## src/hdl/reset_cause_pkg.sv

```systemverilog
//
// Function
// - Software may write every reset-cause and low-power flag to either value, except where a hardware event in the same cycle overrides it.
// - With the fuse at one the watchdog runs from the second clock edge after reset onward; otherwise the soft enable bit gates it.
// - The watchdog timeout flag (bit 4) sets on time-out, clears on power-save, power-on, brown-out.
// - The illegal access flag (bit 14) sets on an illegal access reset, clears on power-on or brown-out.
// - The pin reset flag (bit 7) sets on a pin reset and hardware clears it only on power-on.
// - A software write only stores the flag value and never causes a device reset.
// - Power-on clears every set flag except the power-on (bit 0) and brown-out (bit 1) flags, which it sets.
package reset_cause_pkg;

    localparam int unsigned ADDR_W = 12;
    localparam int unsigned DATA_W = 32;
    localparam int unsigned REG_W  = 16;

    // Register byte addresses
    localparam logic [ADDR_W-1:0] OFS_CONTROL    = 12'h000;
    localparam logic [ADDR_W-1:0] OFS_IRQ_STATUS = 12'h004;
    localparam logic [ADDR_W-1:0] OFS_IRQ_CLEAR  = 12'h008;
    localparam logic [ADDR_W-1:0] OFS_IRQ_ENABLE = 12'h00c;

    // Field positions in reset_cause_control
    localparam int unsigned BIT_TRAP    = 15;
    localparam int unsigned BIT_ILLEGAL = 14;
    localparam int unsigned BIT_VREG    = 8;
    localparam int unsigned BIT_PIN     = 7;
    localparam int unsigned BIT_SOFT    = 6;
    localparam int unsigned BIT_SWDT    = 5;
    localparam int unsigned BIT_WATCHDOG_TIMEOUT_FLAG    = 4;
    localparam int unsigned BIT_SLEEP   = 3;
    localparam int unsigned BIT_IDLE    = 2;
    localparam int unsigned BIT_BOR     = 1;
    localparam int unsigned BIT_POR     = 0;

    // Bits 13..9 are unimplemented and read as zero
    localparam logic [REG_W-1:0] CONTROL_RW_MASK = 16'hc1ff;
    // Value left by a power-on: power-on and brown-out flags set
    localparam logic [REG_W-1:0] CONTROL_POR_VAL = 16'h0003;
    // Flags that a brown-out clears
    localparam logic [REG_W-1:0] BOR_CLEAR_MASK  = 16'hc05c;
    // Flags that hardware sets; these also feed the interrupt status
    localparam logic [REG_W-1:0] EVENT_MASK      = 16'hc0df;

    typedef struct packed {
        logic power_on;        // Power-on event
        logic brownout;        // Brown-out event
        logic pin_reset;       // Reset from master_clear_pin
        logic soft_reset;      // Reset instruction executed
        logic wdt_timeout;     // watchdog_timer time-out
        logic trap_conflict;   // Trap conflict reset
        logic illegal_access;  // Illegal opcode/address mode/pointer
        logic sleep_entry;     // power_save_instruction, sleep form
        logic idle_entry;      // power_save_instruction, idle form
    } reset_events_s;

endpackage : reset_cause_pkg

```

## src/hdl/reset_cause_flag_register.sv

```systemverilog
`timescale 1ns/1ps
module reset_cause_flag_register (
    input  wire logic                                pclk,                 // 200 MHz clock
    input  wire logic                                presetn,              // Async reset, low
    input  wire logic [reset_cause_pkg::ADDR_W-1:0]  paddr,                // APB address
    input  wire logic                                psel,                 // APB select
    input  wire logic                                penable,              // APB enable
    input  wire logic                                pwrite,               // APB direction
    input  wire logic [reset_cause_pkg::DATA_W-1:0]  pwdata,               // APB write data
    input  wire logic [3:0]                          pstrb,                // APB byte strobes
    output logic      [reset_cause_pkg::DATA_W-1:0]  prdata,               // APB read data
    output logic                                     pready,               // APB ready
    output logic                                     pslverr,              // APB error
    input  wire reset_cause_pkg::reset_events_s      events,               // Reset/power pulses
    input  wire logic                                fuse_watchdog_enable, // Config fuse level
    output logic                                     watchdog_run,         // Watchdog enabled
    output logic                                     regulator_standby_select, // Regulator in sleep
    output logic                                     irq                   // Level interrupt
);

    localparam int unsigned RW = reset_cause_pkg::REG_W;

    logic [RW-1:0] control_reg;
    logic [RW-1:0] control_next;
    logic [RW-1:0] irq_status_reg;
    logic [RW-1:0] irq_status_next;
    logic [RW-1:0] irq_enable_reg;
    logic [RW-1:0] irq_enable_next;
    logic [RW-1:0] hw_set;
    logic [RW-1:0] read_word;
    logic [reset_cause_pkg::DATA_W-1:0] prdata_reg;
    logic          fuse_meta_reg;
    logic          fuse_sync_reg;
    logic          setup;
    logic          access;
    logic          wr_en;
    logic          hit_control;
    logic          hit_status;
    logic          hit_clear;
    logic          hit_enable;
    logic          mapped;

    // Merge a 16-bit register with the low two byte lanes of a write
    function automatic logic [RW-1:0] merge_lanes(
        input logic [RW-1:0]                         old_val,
        input logic [reset_cause_pkg::DATA_W-1:0]    wdata,
        input logic [3:0]                            strb
    );
        logic [RW-1:0] res;
        res = old_val;
        if (strb[0]) begin
            res[7:0] = wdata[7:0];
        end
        if (strb[1]) begin
            res[15:8] = wdata[15:8];
        end
        return res;
    endfunction : merge_lanes

    // Bits of a clear-register write, gated by byte lanes
    function automatic logic [RW-1:0] lane_bits(
        input logic [reset_cause_pkg::DATA_W-1:0]    wdata,
        input logic [3:0]                            strb
    );
        logic [RW-1:0] res;
        res = {RW{1'b0}};
        if (strb[0]) begin
            res[7:0] = wdata[7:0];
        end
        if (strb[1]) begin
            res[15:8] = wdata[15:8];
        end
        return res;
    endfunction : lane_bits

    // APB decode; zero wait states, so access always completes
    assign setup       = psel & ~penable;
    assign access      = psel & penable;
    assign wr_en       = access & pwrite;
    assign hit_control = (paddr == reset_cause_pkg::OFS_CONTROL);
    assign hit_status  = (paddr == reset_cause_pkg::OFS_IRQ_STATUS);
    assign hit_clear   = (paddr == reset_cause_pkg::OFS_IRQ_CLEAR);
    assign hit_enable  = (paddr == reset_cause_pkg::OFS_IRQ_ENABLE);
    assign mapped      = hit_control | hit_status | hit_clear | hit_enable;
    assign pready      = 1'b1;
    // Writes to the read-only status word are errors too
    assign pslverr     = access & (~mapped | (pwrite & hit_status));
    assign prdata      = prdata_reg;

    // Fuse is a pin-level input from outside the clock domain
    always_ff @(posedge pclk or negedge presetn) begin
        if (!presetn) begin
            fuse_meta_reg <= 1'b0;
            fuse_sync_reg <= 1'b0;
        end else begin
            fuse_meta_reg <= fuse_watchdog_enable;
            fuse_sync_reg <= fuse_meta_reg;
        end
    end

    // Flags that hardware sets this cycle
    always_comb begin
        hw_set = {RW{1'b0}};
        hw_set[reset_cause_pkg::BIT_TRAP]    = events.trap_conflict;
        hw_set[reset_cause_pkg::BIT_ILLEGAL] = events.illegal_access;
        hw_set[reset_cause_pkg::BIT_PIN]     = events.pin_reset;
        hw_set[reset_cause_pkg::BIT_SOFT]    = events.soft_reset;
        hw_set[reset_cause_pkg::BIT_WATCHDOG_TIMEOUT_FLAG]    = events.wdt_timeout;
        hw_set[reset_cause_pkg::BIT_SLEEP]   = events.sleep_entry;
        hw_set[reset_cause_pkg::BIT_IDLE]    = events.idle_entry;
        hw_set[reset_cause_pkg::BIT_BOR]     = events.brownout | events.power_on;
        hw_set[reset_cause_pkg::BIT_POR]     = events.power_on;
    end

    // Control register: software write, then hardware clears, then sets.
    // Power-on is a reset of the device, so it overrides any software write
    // landing in the same cycle; brown-out overrides it only in BOR_CLEAR_MASK bits and the brown-out flag.
    always_comb begin
        control_next = control_reg;
        if (wr_en && hit_control) begin
            // Pure storage: nothing here reaches a reset source
            control_next = merge_lanes(control_reg, pwdata, pstrb)
                           & reset_cause_pkg::CONTROL_RW_MASK;
        end
        if (events.sleep_entry || events.idle_entry) begin
            control_next[reset_cause_pkg::BIT_WATCHDOG_TIMEOUT_FLAG] = 1'b0;
        end
        control_next = control_next | (hw_set & ~{RW{events.power_on | events.brownout}});
        if (events.brownout) begin
            // Pin reset flag and power-on flag survive a brown-out
            control_next = (control_next & ~reset_cause_pkg::BOR_CLEAR_MASK)
                           | hw_set;
        end
        if (events.power_on) begin
            control_next = reset_cause_pkg::CONTROL_POR_VAL;
        end
    end

    always_ff @(posedge pclk or negedge presetn) begin
        if (!presetn) begin
            control_reg <= reset_cause_pkg::CONTROL_POR_VAL;
        end else begin
            control_reg <= control_next;
        end
    end

    // Soft enable only counts while the fuse is programmed to zero
    assign watchdog_run = fuse_sync_reg
                        | control_reg[reset_cause_pkg::BIT_SWDT];
    assign regulator_standby_select = control_reg[reset_cause_pkg::BIT_VREG];

    // Interrupt status: sticky, write-one-to-clear, set beats clear
    always_comb begin
        irq_status_next = irq_status_reg;
        if (wr_en && hit_clear) begin
            irq_status_next = irq_status_next & ~lane_bits(pwdata, pstrb);
        end
        irq_status_next = (irq_status_next | hw_set) & reset_cause_pkg::EVENT_MASK;
    end

    always_comb begin
        irq_enable_next = irq_enable_reg;
        if (wr_en && hit_enable) begin
            irq_enable_next = merge_lanes(irq_enable_reg, pwdata, pstrb)
                              & reset_cause_pkg::EVENT_MASK;
        end
    end

    always_ff @(posedge pclk or negedge presetn) begin
        if (!presetn) begin
            irq_status_reg <= {RW{1'b0}};
            irq_enable_reg <= {RW{1'b0}};
        end else begin
            irq_status_reg <= irq_status_next;
            irq_enable_reg <= irq_enable_next;
        end
    end

    assign irq = |(irq_status_reg & irq_enable_reg);

    // Read word selected by address; clear register reads zero
    always_comb begin
        read_word = {RW{1'b0}};
        if (hit_control) begin
            read_word = control_reg;
        end else if (hit_status) begin
            read_word = irq_status_reg;
        end else if (hit_enable) begin
            read_word = irq_enable_reg;
        end
    end

    // Captured in setup so prdata comes from a flop during access.
    // A hardware event in the setup cycle shows on the next read.
    always_ff @(posedge pclk or negedge presetn) begin
        if (!presetn) begin
            prdata_reg <= '0;
        end else if (setup && !pwrite) begin
            prdata_reg <= {{(reset_cause_pkg::DATA_W-RW){1'b0}}, read_word};
        end
    end

endmodule : reset_cause_flag_register

```

## config.mk

```make
export PLATFORM = sky130hd
export DESIGN_NAME = reset_cause_flag_register
export DESIGN_NICKNAME = d
export VERILOG_FILES = /design/src/hdl/reset_cause_pkg.sv /design/src/hdl/reset_cause_flag_register.sv
export SDC_FILE = /design/constraint.sdc
export NUM_CORES = 1
export LEC_CHECK = 0
export BUFFER_PORTS_ARGS = -buffer_cell sky130_fd_sc_hd__buf_4
export CAP_MARGIN = 15
export CORE_ASPECT_RATIO = 1.4
export CORE_MARGIN = 3
export CORE_UTILIZATION = 47
export DETAILED_ROUTE_END_ITERATION = 16
export HOLD_SLACK_MARGIN = 0.08
export PLACE_DENSITY_LB_ADDON = 0.08
export SLEW_MARGIN = 15
export SYNTH_ARGS = -nofsm -noshare
export SYNTH_HDL_FRONTEND = slang
export SYNTH_SLANG_ARGS = --single-unit
```

## constraint.sdc

```tcl
create_clock -name pclk -period 1.35 [get_ports pclk]
set_clock_uncertainty 0.2 [all_clocks]
set_input_delay 0.135 -clock pclk [delete_from_list [all_inputs] [get_ports pclk]]
set_output_delay 0.135 -clock pclk [all_outputs]
set_load 0.1 [all_outputs]
```

; Yosys cells after proc, flatten, opt, wreduce, memory -nomap -nowiden
; Index checks and enable logic that the tools add are counted.
[classes]
bitwise = 21
eq_ne = 3
mux = 14
n_reduce_logical = 10
[op_table]
columns = op, n
row1 = $mux W16, 7
row2 = $and A16 B16 Y16, 3
row3 = $mux W8, 6
row4 = $not A16 Y16, 2
row5 = $or A16 B16 Y16, 2
row6 = $eq A12 B4 Y1 const B, 2
row7 = $or A14 B16 Y16, 1
row8 = $reduce_or A16 Y1, 1
row9 = $eq A12 B3 Y1 const B, 1
row10 = $logic_not A12 Y1, 1
row11 = $or A1 B1 Y1, 6
row12 = $and A1 B1 Y1, 5
row13 = $logic_and A1 B1 Y1, 4
row14 = $reduce_and A2 Y1, 2
row15 = $not A1 Y1, 2
row16 = $logic_not A1 Y1, 1
row17 = $logic_or A1 B1 Y1, 1
row18 = $mux W1, 1
[totals]
output_inout_bits = 37
in_bits = 63
reg_bits = 52

; Longest topological paths before layout
[depth]
ltp_word = 9
depth_mapped = 5
ltp_nobuf = 4

; Least setup slack after synthesis
; Ideal clock, no wire load.
[synth_timing]
path_type = input port to output port
start = input port paddr[2] (netlist name)
end = output port pslverr
setup_slack_ps = -1041
required_ps = 1015
t_arrival_ps = 2056
stages = 3
n_path_buf = 1
path_cell_list = clkbuf_1 > nand3b_1 > a31oi_1
[synth_between]
elab_chain_len = 7
[synth_lines]
columns = item, line_no
row1 = from (decl), reset_cause_flag_register.sv:5  ; input wire logic [reset_cause_pkg::ADDR_W-1:0] paddr,
row2 = $eq A12 B3 Y1 or $logic_not A12 Y1 (tied branches), "reset_cause_flag_register.sv:81, reset_cause_flag_register.sv:80"
row3 = $or A1 B1 Y1 (3 in series), reset_cause_flag_register.sv:84  ; assign mapped = hit_control | hit_status | hit_clear | hit_enable;
row4 = $not A1 Y1, reset_cause_flag_register.sv:87  ; assign pslverr = access & (~mapped | (pwrite & hit_status));
row5 = $or A1 B1 Y1 *, reset_cause_flag_register.sv:87
row6 = $and A1 B1 Y1 *, reset_cause_flag_register.sv:87
row7 = to (decl), reset_cause_flag_register.sv:13  ; output logic pslverr,
; Mark *: on every way between the ends. The rest lies on a longest branch, timed or not.

; Final worst setup path
[layout_timing]
start = register irq_status_reg[4]
end = output port irq
[layout_between]
elab_chain_len = 2
[layout_lines]
columns = item, line_no
row1 = from (decl), reset_cause_flag_register.sv:25  ; logic [RW-1:0] irq_status_reg;
row2 = from (signal assigned), reset_cause_flag_register.sv:171  ; irq_status_reg <= {RW{1'b0}};
row3 = from (signal assigned), reset_cause_flag_register.sv:174  ; irq_status_reg <= irq_status_next;
row4 = $and A16 B16 Y16, reset_cause_flag_register.sv:179  ; assign irq = |(irq_status_reg & irq_enable_reg);
row5 = $reduce_or A16 Y1, reset_cause_flag_register.sv:179
row6 = to (decl), reset_cause_flag_register.sv:18  ; output logic irq
; No other way between the ends.

==> summary.md <==
| Metric | Value |
|---|---|
| Crit path launch type | register |
| IO Pins | 100 |
| Synthesized area | 2230 um^2 |
| Post-DRT Antenna Nets | 0 |
| Die footprint | approximately 5600 um^2 |
| Ant diodes | 0 |
| Crit-path max FO | 2 |
| TritonCTS clock tree | done |
| Run status | finished, violations left |
| MaxCap Viol Count | 0 |
| DRC Markers | 0 |
| PD cells | 861 nW/um^2 |
| Clock Path Buffers | 2 |
| CP required | 1.01 ns |
| Main synth FF type | dfrtp_1 |
| Drt pass-1 iters | 4 |
| Vias in the first global route | 2221 |
| Rel. slew slack | 63.1% |
| Violated checks | negative setup slack |
| Yosys cell types | 42 |
| DIE WIDTH | 64.2 um |
| Initial Utilization | 48.8% |
| Synth top area share | 46.0% |
| TritonCTS Buffers | 5 |
| Cell count after synthesis | 202 |
| H-tree depth | 2 |
| TNS Setup | -5.33 ns |
| Die H | 87.5 um |
| EDFF count, synth | 0 |
| Fin crit period | 1.84 ns |
| Largest net degree at the start of global routing | 44 |
| Clock-pin slew on the worst setup and hold paths | about 0.08 ns |
| Period utilization | 137% |
| Final Slew Violations | 0 |
| Fin nets | roughly 400 |
| Filler cells | 263 |
| Vias | 2142 |
| Routed wire length per instance | 18.1 um |
| Top post-synthesis cells by area | dfrtp_1, buf_4, mux2_2 |
| PortBufs | just under 60 |
| All-Layer GR Usage | 25.9% |
| # rows | 29 |
| Via/cell ratio | 5.40 |
| CP Capture Type | primary output |
| Layout cells sized above 1 | 50.7% |
| Routed WL | 7.20 mm |
| DR iter-0 viols | 121 |
| First-pass GRT wire length | 11.0 mm |
| Kind of critical path | reg -> out |
| Least-Margin Pin Slew | 0.553 ns |
| Sequential cell area fraction in the yosys report | 48.3% |
| Endpoints failing setup | 40 |
| Synthesized flop and latch total | 43 |
| Core area | 4570 um^2 |
| Area Growth Syn to Fin | 70.7% |
| Crit path DAT | 1.51 ns |
| Synth Warn # | 0 |
| Leakage power | about 1.7 nW |
| Mapped Avg Cell Area | 11.1 um^2 |
| Clock Latency Late Sink | 0.29 ns |
| VDD IR-drop max | 588 uV |
| Detailed Place HPWL | around 4.7 mm |
| Clock tree sinks | 43 |
| Pwr Total | 3.28 mW |
| Largest register FFs | 12 |
| CTS root buf | clkbuf_8 |
| Post-synth ARST share | 100% |
| Max frequency | 542 MHz |
| Final hold vios | 0 |
| Setup ws final | -0.494 ns |
| Initial antenna violation count | 0 |
| Cell type with the largest total area after synthesis | dfrtp_1 |
| Hold crit path type | in -> reg |
| Congestion Overflow GR | 0 |
| RD Place Congestion | 0.777 |
| Unrepaired setup endpoints after global routing | yes |
[cells in the mapped netlist, types with 2 or more instances]
library cell	n
and3_1	2
o221a_1	9
buf_4	21
nor2b_1	2
a22o_1	3
dfrtp_1	41
nor4_1	4
nand3_1	7
dfstp_2	2
a211o_1	2
or4_4	2
mux2_2	9
nor2_1	8
nand4_1	3
conb_1	2
clkbuf_1	8
mux2i_1	3
o221ai_1	3
and4_1	4
nand2b_1	9
nor3b_1	2
nand2_1	14
a221o_1	10
inv_1	6
a311o_1	2
a21o_1	8
[worst max-delay path, cell delays in order, from the launching register on]
cell and delay, ns:
dfrtp_1 0.39, a22o_1 0.27, a221oi_4 0.26, nand3_4 0.11
buf_12 0.18
[final timing paths]
path                              startpoint             end  slack, ns  cells after the start
setup / recovery           irq_status_reg[4]             irq      -0.49                      4
hold / removal                     events[8]  control_reg[1]       0.11                      4
setup reg to reg           irq_status_reg[7]       prdata[7]      -0.11                      4
hold reg to reg                fuse_meta_reg   fuse_sync_reg       0.16                      0
max in group asynchronous            presetn  control_reg[8]       0.34                      2
min in group asynchronous            presetn       prdata[3]       0.19                      2
[per-layer routing]
layer | GRT usage, % | vias to the layer above | wire length [um]
li1 | - | 985 | -
met1 | 27.8 | 1042 | 2580
met2 | 48.0 | 97 | 3960
met3 | 5.26 | 18 | 419
met4 | 12.5 | 0 | 230
met5 | 0 | - | 0
[metrics by stage]
stage	setup WS [ns]	utilization (%)	area, um^2	hold WS (ns)	cells
finish	-0.494	83.3	3810	0.111	397
global route	-0.547	83.3	3810	0.114	397
CTS	-0.494	81.4	3720	0.0850	396
detailed placement	-0.554	69.2	3160	-0.0440	361
global placement	-0.518	69.2	3160	-0.0470	361
floorplan	-0.393	-	2420	-0.361	217
[power breakdown]
| group | total [mW] | switching [mW] | internal (mW) |
|---|---|---|---|
| sequential | 1.39 | 0.0447 | 1.35 |
| clock | 0.795 | 0.426 | 0.368 |
| combinational | 1.10 | 0.760 | 0.336 |
| total | 3.28 | 1.23 | 2.05 |
[final cells by class]
cell class | count | area (um^2) | area share (%)
inverter | 6 | 22.5 | 0.591
multi-input combinational | 138 | 1230 | 32.2
timing repair buffer | 140 | 1320 | 34.6
tap | 62 | 77.6 | 2.04
clock buffer | 8 | 80.1 | 2.10
sequential | 43 | 1080 | 28.4
[cell usage in the layout (no fill, tap or decap), types with 3 or more instances in the layout]
master	n
a22o_1	3
mux2_2	9
clkbuf_1	3
conb_1	17
nand2_2	7
clkbuf_8	5
dfrtp_1	39
mux2i_1	3
nand3_4	4
buf_6	21
a221o_1	10
nand4_1	3
buf_4	85
a21o_1	8
inv_1	6
nand2_1	7
nor2_1	6
o221a_1	9
nor4_4	4
nand3_2	3
nand2b_1	9
dlygate4sd3_1	23
buf_12	10
[kinds of logic (layout without fill, tap and decap cells)]
group	Yosys count	after routing	synth area share (%)
compound gates	42	42	17.5
mux	12	12	5.89
other cells	2	17	0.336
simple gates	67	67	18.3
buf+inv	36	154	9.58
flops	43	43	48.3
[what timing repair did]
action,CTS,global route
endpoints found under the setup margin,47,50
cloned,1,0
buffers inserted,4,1
pin swaps,30,16
gates resized for setup,54,20
hold endpoints to repair,73,0
hold buffers,23,0
(Power assumes the default switching activity.)
